`config.mk`:
```
export PLATFORM = sky130hd
export DESIGN_NAME = fer_rx_path
export DESIGN_NICKNAME = d
export VERILOG_FILES = /design/src/hdl/fer_pkg.sv /design/src/hdl/fer_fifo.sv /design/src/hdl/fer_rx_path.sv
export SDC_FILE = /design/constraint.sdc
export NUM_CORES = 1
export LEC_CHECK = 0
export BUFFER_PORTS_ARGS = -buffer_cell sky130_fd_sc_hd__buf_4
export CAP_MARGIN = 20
export CORE_ASPECT_RATIO = 0.75
export CORE_MARGIN = 8
export CORE_UTILIZATION = 65
export CTS_BUF_LIST = sky130_fd_sc_hd__clkbuf_2 sky130_fd_sc_hd__clkbuf_4 sky130_fd_sc_hd__clkbuf_8
export DETAILED_ROUTE_END_ITERATION = 8
export GPL_TIMING_DRIVEN = 0
export PLACE_DENSITY = 0.8
export SETUP_SLACK_MARGIN = 0.15
export SLEW_MARGIN = 40
export SYNTH_ARGS = -nofsm -noshare
export SYNTH_HDL_FRONTEND = slang
export SYNTH_SLANG_ARGS = --single-unit
```
`constraint.sdc`:
```
create_clock -name core_clk_in -period 4.64 [get_ports core_clk_in]
set_clock_uncertainty 0.15 [all_clocks]
set_input_delay 0.928 -clock core_clk_in [delete_from_list [all_inputs] [get_ports core_clk_in]]
set_output_delay 0.928 -clock core_clk_in [all_outputs]
set_load 0.02 [all_outputs]
```
`src/hdl/fer_pkg.sv`:
```
// Shared constants and types of the 100 Mb/s receive coding path.
// Assumes one core clock at CLK_MHZ and one received symbol per accepted cycle.
package fer_pkg;

	// ---------------------------------------------------------------------
	// Timing
	// ---------------------------------------------------------------------
	localparam int CLK_MHZ          = 25;
	localparam int HOLD_TIME_US     = 722;
	localparam int LINK_TIME_US     = 395;
	localparam int HOLD_CYCLES      = HOLD_TIME_US * CLK_MHZ;
	localparam int LINK_CYCLES      = LINK_TIME_US * CLK_MHZ;
	localparam int LOCK_IDLE_GROUPS = 12;
	localparam int GROUP_BITS       = 5;
	localparam int LOCK_IDLE_BITS   = LOCK_IDLE_GROUPS * GROUP_BITS;
	localparam int HOLD_IDLE_BITS   = 58;
	localparam int END_IDLE_GROUPS  = 2;
	localparam int FIFO_DEPTH       = 8;

	// ---------------------------------------------------------------------
	// Code-groups and nibbles
	// ---------------------------------------------------------------------
	localparam logic [4:0] CG_IDLE  = 5'h1f;
	localparam logic [4:0] CG_J     = 5'h18;
	localparam logic [4:0] CG_K     = 5'h11;
	localparam logic [4:0] CG_T     = 5'h0d;
	localparam logic [4:0] CG_R     = 5'h07;
	localparam logic [4:0] CG_HALT  = 5'h04;
	localparam logic [3:0] NIB_PRE  = 4'h5;
	localparam logic [3:0] NIB_BAD  = 4'he;
	localparam logic [3:0] NIB_NONE = 4'h0;

	// ---------------------------------------------------------------------
	// Reset values
	// ---------------------------------------------------------------------
	localparam logic [10:0] KEY_RESET   = 11'h000;
	localparam logic [14:0] SHIFT_RESET = 15'h0000;
	localparam logic [15:0] FCC_RESET   = 16'h0000;

	typedef enum logic [2:0] {
		ST_SEARCH = 3'b000,
		ST_PRE    = 3'b001,
		ST_DATA   = 3'b010,
		ST_TR     = 3'b011,
		ST_BAD    = 3'b100
	} fer_state_e;

	typedef struct packed {
		logic       dv;
		logic       er;
		logic       crs;
		logic [3:0] rxd;
	} fer_mii_s;

endpackage

```
`src/hdl/fer_fifo.sv`:
```
// Synchronous FIFO with valid/ready on both sides and a fill level.
// Assumes the same clock and reset as the receive path.
module fer_fifo #(
	parameter int WIDTH = 7,
	parameter int DEPTH = 8
) (
	// Clock and reset
	input  wire logic             clk_in,
	input  wire logic             resetn_in,
	// Fill side
	input  wire logic             in_valid_in,
	output logic                  in_ready_out,
	input  wire logic [WIDTH-1:0] in_data_in,
	// Drain side
	output logic                  out_valid_out,
	input  wire logic             out_ready_in,
	output logic [WIDTH-1:0]      out_data_out,
	// Status
	output logic [$clog2(DEPTH):0] level_out
);
	localparam int AW = $clog2(DEPTH);

	generate
		if (DEPTH < 2 || (1 << AW) != DEPTH)
		begin : g_check
			$error("fer_fifo depth must be a power of two of at least 2");
		end
	endgenerate

	logic [WIDTH-1:0] mem [DEPTH];
	logic [AW-1:0]    wr_ptr;
	logic [AW-1:0]    rd_ptr;
	logic [AW:0]      count;
	wire              do_wr = in_valid_in & in_ready_out;
	wire              do_rd = out_valid_out & out_ready_in;

	assign in_ready_out  = (count != DEPTH[AW:0]);
	assign out_valid_out = (count != '0);
	assign out_data_out  = mem[rd_ptr];
	assign level_out     = count;

	always_ff @(posedge clk_in)
	begin
		if (do_wr)
			mem[wr_ptr] <= in_data_in;
	end

	always_ff @(posedge clk_in or negedge resetn_in)
	begin
		if (!resetn_in)
		begin
			wr_ptr <= '0;
			rd_ptr <= '0;
			count  <= '0;
		end
		else
		begin
			if (do_wr)
				wr_ptr <= wr_ptr + 1'b1;
			if (do_rd)
				rd_ptr <= rd_ptr + 1'b1;
			count <= count + {{AW{1'b0}}, do_wr} - {{AW{1'b0}}, do_rd};
		end
	end

endmodule

```
`src/hdl/fer_rx_path.sv`:
```
// Receive coding path: MLT-3 symbols in, MII-style nibbles out through a FIFO.
// Assumes one MLT-3 level per accepted cycle and inputs synchronous to core_clk_in.
//
// Operation
// - Signal detect is ignored while 10 Mb/s or negotiation link pulses arrive.
// - MLT-3 levels are turned into a binary NRZI bit stream.
// - NRZI becomes NRZ, a transition meaning one, before descrambling.
// - Received bits are gathered into 5-bit symbols for the decoder.
// - A key identical to the transmitter's is XORed onto each received bit.
// - Lock is declared after 12 consecutive descrambled IDLE groups.
// - Lock starts a 722 us hold countdown.
// - 58 bit times of IDLE within the period reload the countdown.
// - Countdown expiry drops lock and resets the descrambler fully.
// - J/K 11000 10001 sets a fixed 5-bit boundary for later symbols.
// - With descrambling bypassed the aligner takes raw NRZ bits.
// - Each aligned group is turned into a nibble by table lookup.
// - J/K after IDLE yields nibbles 0101 0101, then packet data follows.
// - Decoding stops on T/R or on two consecutive IDLE groups.
// - Link comes up after 395 us of continuous signal detect, enabling PCS.
// - Leaving IDLE without a J/K prefix is a bad start of stream.
// - During bad start, error with nibble 1110 per group until two IDLEs.
// - Each bad start adds one to the false carrier event counter.
// - After two IDLE groups the error and carrier sense are dropped.
// - Data groups map to nibbles per the 4B/5B table; control codes fixed.
// - Control or undefined groups inside a packet decode as errors.
// - The key generator is an 11-bit shift register, fed from the line until lock and closed-loop once locked.
module fer_rx_path #(
	parameter int HOLD_CYCLES = fer_pkg::HOLD_CYCLES,
	parameter int LINK_CYCLES = fer_pkg::LINK_CYCLES
) (
	// Clock and reset
	input  wire logic       core_clk_in,
	input  wire logic       resetn_in,
	// Equaliser side
	input  wire logic [1:0] sym_in,
	input  wire logic       sym_valid_in,
	output logic            sym_ready_out,
	input  wire logic       signal_detect_in,
	input  wire logic       link_pulse_in,
	// Control
	input  wire logic       descramble_bypass_in,
	// MAC side
	output logic            rx_valid_out,
	input  wire logic       mac_ready_in,
	output logic            rx_dv_out,
	output logic            rx_er_out,
	output logic            crs_out,
	output logic [3:0]      rxd_out,
	// Status
	output logic            link_up_out,
	output logic            pcs_enable_out,
	output logic            scr_locked_out,
	output logic [15:0]     false_carrier_event_counter_out
);

	generate
		if (HOLD_CYCLES < 1 || HOLD_CYCLES > 65535 || LINK_CYCLES < 1 || LINK_CYCLES > 65535)
		begin : g_check
			$error("fer_rx_path timer counts must lie in 1..65535");
		end
	endgenerate

	localparam logic [15:0] HOLD_LOAD = 16'(HOLD_CYCLES);
	localparam logic [15:0] LINK_LOAD = 16'(LINK_CYCLES - 1);
	localparam logic [5:0]  LOCK_LAST = 6'(fer_pkg::LOCK_IDLE_BITS - 1);
	localparam logic [5:0]  HOLD_LAST = 6'(fer_pkg::HOLD_IDLE_BITS - 1);
	localparam logic [2:0]  GRP_LAST  = 3'(fer_pkg::GROUP_BITS - 1);
	localparam logic [1:0]  IDLE_END  = 2'(fer_pkg::END_IDLE_GROUPS);
	localparam logic [9:0]  JK_PAIR   = {fer_pkg::CG_J, fer_pkg::CG_K};

	// -------------------------------------------------------------------------
	// Signal detect and link monitor
	// -------------------------------------------------------------------------
	logic [15:0] sd_count;
	logic        link_up;
	wire         sd_valid = signal_detect_in & ~link_pulse_in;

	always_ff @(posedge core_clk_in or negedge resetn_in)
	begin
		if (!resetn_in)
		begin
			sd_count <= '0;
			link_up  <= 1'b0;
		end
		else if (!sd_valid)
		begin
			sd_count <= '0;
			link_up  <= 1'b0;
		end
		else if (sd_count == LINK_LOAD)
			link_up <= 1'b1;
		else
			sd_count <= sd_count + 16'h0001;
	end

	// -------------------------------------------------------------------------
	// Symbol acceptance
	// -------------------------------------------------------------------------
	// A packet emits at most one entry per bit, so two free slots keep the
	// registered ready honest without a combinational path to the FIFO.
	logic [3:0] fifo_level;
	logic       fifo_in_ready;
	wire        bit_en = sym_valid_in & sym_ready_out & fifo_in_ready;

	always_ff @(posedge core_clk_in or negedge resetn_in)
	begin
		if (!resetn_in)
			sym_ready_out <= 1'b0;
		else
			sym_ready_out <= (fifo_level < 4'(fer_pkg::FIFO_DEPTH - 2));
	end

	// -------------------------------------------------------------------------
	// MLT-3 to NRZI to NRZ
	// -------------------------------------------------------------------------
	logic [1:0] prev_level;
	logic       nrzi;
	logic       nrzi_d;
	wire        nrz = nrzi ^ nrzi_d;

	always_ff @(posedge core_clk_in or negedge resetn_in)
	begin
		if (!resetn_in)
		begin
			prev_level <= 2'h0;
			nrzi       <= 1'b0;
			nrzi_d     <= 1'b0;
		end
		else if (bit_en)
		begin
			prev_level <= sym_in;
			nrzi       <= nrzi ^ (sym_in != prev_level);
			nrzi_d     <= nrzi;
		end
	end

	// -------------------------------------------------------------------------
	// Descrambler, lock and hold timer
	// -------------------------------------------------------------------------
	logic [10:0] key_reg;
	logic [5:0]  ones_run;
	logic        locked;
	logic [15:0] hold_timer;
	wire         key_bit  = key_reg[10] ^ key_reg[8];
	wire         plain    = nrz ^ key_bit;
	wire         hold_hit = bit_en & plain & (ones_run >= HOLD_LAST);
	wire         lose     = ~link_up | (locked & (hold_timer == 16'h0000));
	wire [10:0]  next_key = locked ? {key_reg[9:0], key_bit} : {key_reg[9:0], ~nrz};

	always_ff @(posedge core_clk_in or negedge resetn_in)
	begin
		if (!resetn_in)
		begin
			key_reg    <= fer_pkg::KEY_RESET;
			ones_run   <= '0;
			locked     <= 1'b0;
			hold_timer <= '0;
		end
		else if (lose)
		begin
			key_reg    <= fer_pkg::KEY_RESET;
			ones_run   <= '0;
			locked     <= 1'b0;
			hold_timer <= '0;
		end
		else
		begin
			if (bit_en)
			begin
				key_reg  <= next_key;
				ones_run <= !plain ? 6'h00 : (ones_run == 6'h3f) ? ones_run : ones_run + 6'h01;
			end
			if (!locked && bit_en && plain && ones_run == LOCK_LAST)
			begin
				locked     <= 1'b1;
				hold_timer <= HOLD_LOAD;
			end
			else if (locked && hold_hit)
				hold_timer <= HOLD_LOAD;
			else if (locked)
				hold_timer <= hold_timer - 16'h0001;
		end
	end

	// -------------------------------------------------------------------------
	// Code-group alignment
	// -------------------------------------------------------------------------
	logic [14:0] shift;
	wire         path_ok    = link_up & (locked | descramble_bypass_in);
	wire         align_bit  = descramble_bypass_in ? nrz : plain;
	wire [14:0]  next_shift = {shift[13:0], align_bit};
	wire [4:0]   group      = next_shift[4:0];
	// The first zero after IDLE has just reached the J slot's third bit.
	wire         leave_idle = ~next_shift[7] & (&next_shift[14:8]);
	wire         jk_seen    = leave_idle & (next_shift[9:0] == JK_PAIR);

	always_ff @(posedge core_clk_in or negedge resetn_in)
	begin
		if (!resetn_in)
			shift <= fer_pkg::SHIFT_RESET;
		else if (bit_en)
			shift <= next_shift;
	end

	// -------------------------------------------------------------------------
	// 4B/5B lookup
	// -------------------------------------------------------------------------
	function automatic logic [4:0] decode_group(input logic [4:0] cg);
		logic [4:0] r;
		r = {1'b0, fer_pkg::NIB_NONE};
		case (cg)
			5'h1e: r = 5'h10;
			5'h09: r = 5'h11;
			5'h14: r = 5'h12;
			5'h15: r = 5'h13;
			5'h0a: r = 5'h14;
			5'h0b: r = 5'h15;
			5'h0e: r = 5'h16;
			5'h0f: r = 5'h17;
			5'h12: r = 5'h18;
			5'h13: r = 5'h19;
			5'h16: r = 5'h1a;
			5'h17: r = 5'h1b;
			5'h1a: r = 5'h1c;
			5'h1b: r = 5'h1d;
			5'h1c: r = 5'h1e;
			5'h1d: r = 5'h1f;
			default: r = {1'b0, fer_pkg::NIB_NONE};
		endcase
		return r;
	endfunction

	// -------------------------------------------------------------------------
	// Receive state machine
	// -------------------------------------------------------------------------
	fer_pkg::fer_state_e state;
	fer_pkg::fer_state_e next_state;
	logic [2:0]          phase;
	logic [2:0]          next_phase;
	logic [1:0]          idle_cnt;
	logic [1:0]          next_idle_cnt;
	logic                wr_valid;
	fer_pkg::fer_mii_s   wr_data;
	logic                fc_inc;
	wire  [4:0]          lookup    = decode_group(group);
	wire                 grp_done  = (phase == GRP_LAST);
	wire                 grp_idle  = (group == fer_pkg::CG_IDLE);
	wire  [1:0]          idle_step = grp_idle ? idle_cnt + 2'h1 : 2'h0;

	always_comb
	begin
		next_state    = state;
		next_phase    = grp_done ? 3'h0 : phase + 3'h1;
		next_idle_cnt = idle_cnt;
		wr_valid      = 1'b0;
		wr_data       = '{dv: 1'b0, er: 1'b0, crs: 1'b0, rxd: fer_pkg::NIB_NONE};
		fc_inc        = 1'b0;
		case (state)
			fer_pkg::ST_SEARCH:
			begin
				next_phase = 3'h0;
				if (jk_seen)
				begin
					next_state = fer_pkg::ST_PRE;
					wr_valid   = 1'b1;
					wr_data    = '{dv: 1'b1, er: 1'b0, crs: 1'b1, rxd: fer_pkg::NIB_PRE};
				end
				else if (leave_idle)
				begin
					next_state    = fer_pkg::ST_BAD;
					next_idle_cnt = 2'h0;
					fc_inc        = 1'b1;
					wr_valid      = 1'b1;
					wr_data       = '{dv: 1'b0, er: 1'b1, crs: 1'b1, rxd: fer_pkg::NIB_BAD};
				end
			end
			fer_pkg::ST_PRE:
			begin
				next_state    = fer_pkg::ST_DATA;
				next_idle_cnt = 2'h0;
				wr_valid      = 1'b1;
				wr_data       = '{dv: 1'b1, er: 1'b0, crs: 1'b1, rxd: fer_pkg::NIB_PRE};
			end
			fer_pkg::ST_DATA, fer_pkg::ST_TR:
			begin
				if (grp_done)
				begin
					next_idle_cnt = idle_step;
					wr_valid      = 1'b1;
					if ((state == fer_pkg::ST_TR && group == fer_pkg::CG_R) || idle_step == IDLE_END)
						next_state = fer_pkg::ST_SEARCH;
					else if (group == fer_pkg::CG_T)
					begin
						next_state = fer_pkg::ST_TR;
						wr_valid   = 1'b0;
					end
					else
					begin
						next_state = fer_pkg::ST_DATA;
						wr_data    = '{dv: 1'b1, er: ~lookup[4], crs: 1'b1, rxd: lookup[3:0]};
					end
				end
			end
			fer_pkg::ST_BAD:
			begin
				if (grp_done)
				begin
					next_idle_cnt = idle_step;
					wr_valid      = 1'b1;
					if (idle_step == IDLE_END)
						next_state = fer_pkg::ST_SEARCH;
					else
						wr_data = '{dv: 1'b0, er: 1'b1, crs: 1'b1, rxd: fer_pkg::NIB_BAD};
				end
			end
			default:
			begin
				next_state = fer_pkg::ST_SEARCH;
			end
		endcase
	end

	always_ff @(posedge core_clk_in or negedge resetn_in)
	begin
		if (!resetn_in)
		begin
			state    <= fer_pkg::ST_SEARCH;
			phase    <= '0;
			idle_cnt <= '0;
		end
		else if (!path_ok)
		begin
			state    <= fer_pkg::ST_SEARCH;
			phase    <= '0;
			idle_cnt <= '0;
		end
		else if (bit_en)
		begin
			state    <= next_state;
			phase    <= next_phase;
			idle_cnt <= next_idle_cnt;
		end
	end

	// -------------------------------------------------------------------------
	// Counter, FIFO and registered MAC outputs
	// -------------------------------------------------------------------------
	logic              fifo_out_valid;
	fer_pkg::fer_mii_s fifo_out;
	wire               out_take = ~rx_valid_out | mac_ready_in;
	wire               fifo_wr  = bit_en & path_ok & wr_valid;

	fer_fifo #(
		.WIDTH($bits(fer_pkg::fer_mii_s)),
		.DEPTH(fer_pkg::FIFO_DEPTH)
	) u_fifo (
		.clk_in       (core_clk_in),
		.resetn_in    (resetn_in),
		.in_valid_in  (fifo_wr),
		.in_ready_out (fifo_in_ready),
		.in_data_in   (wr_data),
		.out_valid_out(fifo_out_valid),
		.out_ready_in (out_take),
		.out_data_out (fifo_out),
		.level_out    (fifo_level)
	);

	always_ff @(posedge core_clk_in or negedge resetn_in)
	begin
		if (!resetn_in)
		begin
			false_carrier_event_counter_out <= fer_pkg::FCC_RESET;
			rx_valid_out   <= 1'b0;
			rx_dv_out      <= 1'b0;
			rx_er_out      <= 1'b0;
			crs_out        <= 1'b0;
			rxd_out        <= fer_pkg::NIB_NONE;
			link_up_out    <= 1'b0;
			pcs_enable_out <= 1'b0;
			scr_locked_out <= 1'b0;
		end
		else
		begin
			if (bit_en && path_ok && fc_inc)
				false_carrier_event_counter_out <= false_carrier_event_counter_out + 16'h0001;
			if (out_take)
			begin
				rx_valid_out <= fifo_out_valid;
				if (fifo_out_valid)
				begin
					rx_dv_out <= fifo_out.dv;
					rx_er_out <= fifo_out.er;
					crs_out   <= fifo_out.crs;
					rxd_out   <= fifo_out.rxd;
				end
			end
			link_up_out    <= link_up;
			pcs_enable_out <= link_up;
			scr_locked_out <= locked;
		end
	end

endmodule

```
==> flow_summary.yaml <==
final_layout:
  diodes: 0
  fin_nets: 823
  final_cell_mix: "nand2_1 (119), dfrtp_1 (114), nor2_1 (65), edfxtp_1 (56), a21oi_1 (51)"
  syn2layout_area_growth_pct: 11.8
  fillers: 821
  largest_register_ffs: 56
  drive_gt1_share_pct: 17.0
  largest-register: "u_fifo.mem"
  fin_cells: 971
  final_common_cell: "nand2_1"
timing:
  rsz0062_at_grt: "false"
  setup_viol: 0
  tns_ns: 0
  timing.slew.headroom_pct: 43.9
  drv_slew: 0
  tightestPinTransition_ns: 0.835
  hold_viol: 0
  min_period_over_period_pct: 68.4
  fmax_ghz: 0.315
  min_period_ns: 3.17
  hold_ws_ns: 0.184
placed_design:
  dp.final_hpwl_um: 11800
  portBuffers: 36
  gp_congestion: 0.886
  dp.cells: 938
drt:
  wl_per_cell_um: 17.3
  drt_pass1_iterations: 5
  drt_iter0_drc: 543
  via_count: 5917
  vias_per_cell: 6.09
  drc: 0
  drtAntennaViolNets: 0
  wl_um: 16800
critical_path:
  cp-end-kind: "flop"
  regToRegSetupSlack_ns: 1.47
  required_ns: 4.58
  worstPathBufferInverterCount: 1
  startpoint_type: "flop"
  cp_slowest_stage_delay_ns: 0.58
  critPathTopFamily: "compound AO/OA/AOI/OAI gates"
  path_class: "reg2reg"
  cp_cell_sequence: "o21ai_1 -> a211oi_2 -> nand2_1 -> a31o_2 -> clkinv_2 -> nand2_4 -> nor3b_2"
  critPathArrivalTime_ns: 3.11
  ff2ff_path_depth: 7
  cp_slowest_cell: "nor3b_2"
  r2r-start: "link_up"
  rr_endpoint: "u_fifo.mem[6][5]"
  path_max_fanout: 9
clock_tree:
  cts_resized: 0
  postCtsSetupRepairBufs: 0
  cts_sinks: 170
  clkTransAtPathRegs_ns: 0.10
  htreeDepth: 4
  clock_latency_ns: 0.46
  clockBufferDepth: 2
  numCtsBuffers: 17
  cts_root_buf: "clkbuf_8"
  ctsHoldBuffers: 0
  cts_tree: "built"
synth:
  synth_cell_types: 79
  synth_seq_cells: 170
  synth_area_leaders: "dfrtp_1 (35%), edfxtp_1 (20%), nand2_1 (5.4%)"
  synth_warnings: 0
  synth_fp_nets: 766
  synth_cells: 735
  synth_area_leader_cell: "dfrtp_1"
  synth_edf_count: 56
  synth_flop_cell: "dfrtp_1"
  syn_avg_cell_area_sq_um: 11.2
  synth_top_area_share_pct: 34.8
  synth_area_sq_um: 8210
  synth_seq_area_share_pct: 55.2
  synth_async_sr_flop_share_pct: 67.1
grt:
  grt_usage_pct: 21.1
  grt_pass1_vias: 5706
  grt_antenna_before_repair: 0
  grt_first_pass_wirelength_um: 28200
  grt_overflow: 0
  grt_max_degree: 115
job:
  cap_viol_max_count: 0
pwr:
  peakVddDrop_mv: 0.301
  leakagePower_nw: 3.87
  power.density_nw_per_um2: 407
floorplan:
  row_count: 35
  core-area_sq_um: 12300
  boundaryPins: 37
  die_w_um: 146
  die_h_um: 113
  dieArea_sq_um: 16500
  start_util_pct: 66.7
hold_path:
  hold_path_class: "in2async"
outcome:
  status: "finished clean"
per-stage QoR:
stage               setup WS (ns)  power, mW  utilization [%]  instance area [sq um]
detailed placement           1.08       2.65             70.9                   8730
finish                       1.47       3.74             74.6                   9180
global route                 1.34       3.92             74.6                   9180
CTS                          1.52       3.75             74.4                   9150
floorplan                    1.43       2.38                -                   8210
global placement            0.541       2.58             70.6                   8690
worst reg2reg max path: cells and delay by family (launching register included):
kind / cells / cell delay, ns
AOI/OAI and AO/OA: 3 / 1.20
DFF: 1 / 0.54
and+or+nand+nor: 3 / 0.80
buffers and inverters: 1 / 0.12
cells by family (layout without fill, tap and decap cells):
kind of cell / Yosys count / in the layout / share of synthesized area [%]
muxes: 26 / 26 / 5.37
AOI/OAI and AO/OA: 124 / 124 / 10.1
and+or+nand+nor: 295 / 295 / 17.8
DFF: 170 / 170 / 55.2
buffers and inverters: 54 / 124 / 3.17
xor gates and xnor gates: 44 / 44 / 4.88
adders and majority gates: 22 / 22 / 3.45
cell type report:
| class | count | area, sq um | share of cell area (%) |
|---|---|---|---|
| clock inverter | 10 | 130 | 1.42 |
| multi-input combinational | 511 | 3440 | 37.5 |
| buffer | 32 | 176 | 1.92 |
| timing repair buffer | 38 | 310 | 3.38 |
| tap | 166 | 208 | 2.26 |
| clock buffer | 22 | 297 | 3.23 |
| inverter | 22 | 83.8 | 0.913 |
| sequential | 170 | 4530 | 49.4 |
synth_stat cells, types with 3 or more instances:
| cell type | instances |
|---|---|
| nand2_1 | 119 |
| dfrtp_1 | 114 |
| nor2_1 | 65 |
| edfxtp_1 | 56 |
| a21oi_1 | 51 |
| xor2_1 | 28 |
| o21ai_0 | 24 |
| nor3_1 | 23 |
| nand3_1 | 22 |
| ha_1 | 21 |
| inv_1 | 21 |
| clkbuf_1 | 18 |
| mux4_2 | 14 |
| xnor2_1 | 14 |
| mux2i_1 | 8 |
| nand4_1 | 8 |
| nor4_1 | 6 |
| a211oi_1 | 5 |
| buf_6 | 5 |
| nand4b_1 | 5 |
| o31ai_1 | 5 |
| a311oi_1 | 4 |
| and3_1 | 4 |
| mux2_2 | 4 |
| nor3b_1 | 4 |
| a21o_1 | 3 |
| a311oi_2 | 3 |
| and2_1 | 3 |
| buf_1 | 3 |
| buf_2 | 3 |
| nand2b_1 | 3 |
| nor2b_1 | 3 |
| nor4_2 | 3 |
| o21ai_1 | 3 |
| or3_1 | 3 |
| or3_4 | 3 |
layer usage:
metal | vias to the layer above | wire length, um | track usage, %
met1 | 2920 | 7550 | 28.0
met5 | - | 0 | 0
met2 | 240 | 8010 | 33.9
li1 | 2734 | - | -
met3 | 23 | 1030 | 4.47
met4 | 0 | 213 | 7.26
how the worst max path moves through the flow:
stage / startpoint / endpoint / slack [ns] / cells past startpoint
after floorplan: descramble_bypass_in / u_fifo.mem[1][0] / 1.43 / 5
after global placement: descramble_bypass_in / u_fifo.mem[1][2] / 0.54 / 6
after detailed placement: descramble_bypass_in / u_fifo.mem[6][2] / 1.08 / 8
after CTS: link_up / u_fifo.mem[7][5] / 1.52 / 7
after global routing: link_up / u_fifo.mem[7][5] / 1.34 / 7
final: link_up / u_fifo.mem[6][5] / 1.47 / 7
where the power goes:
group	total (mW)	switching, mW	internal, mW
Sequential	1.77	0.104	1.66
Clock	1.10	0.550	0.553
Combinational	0.867	0.546	0.321
Note: power is estimated with default switching activity, not from simulation.
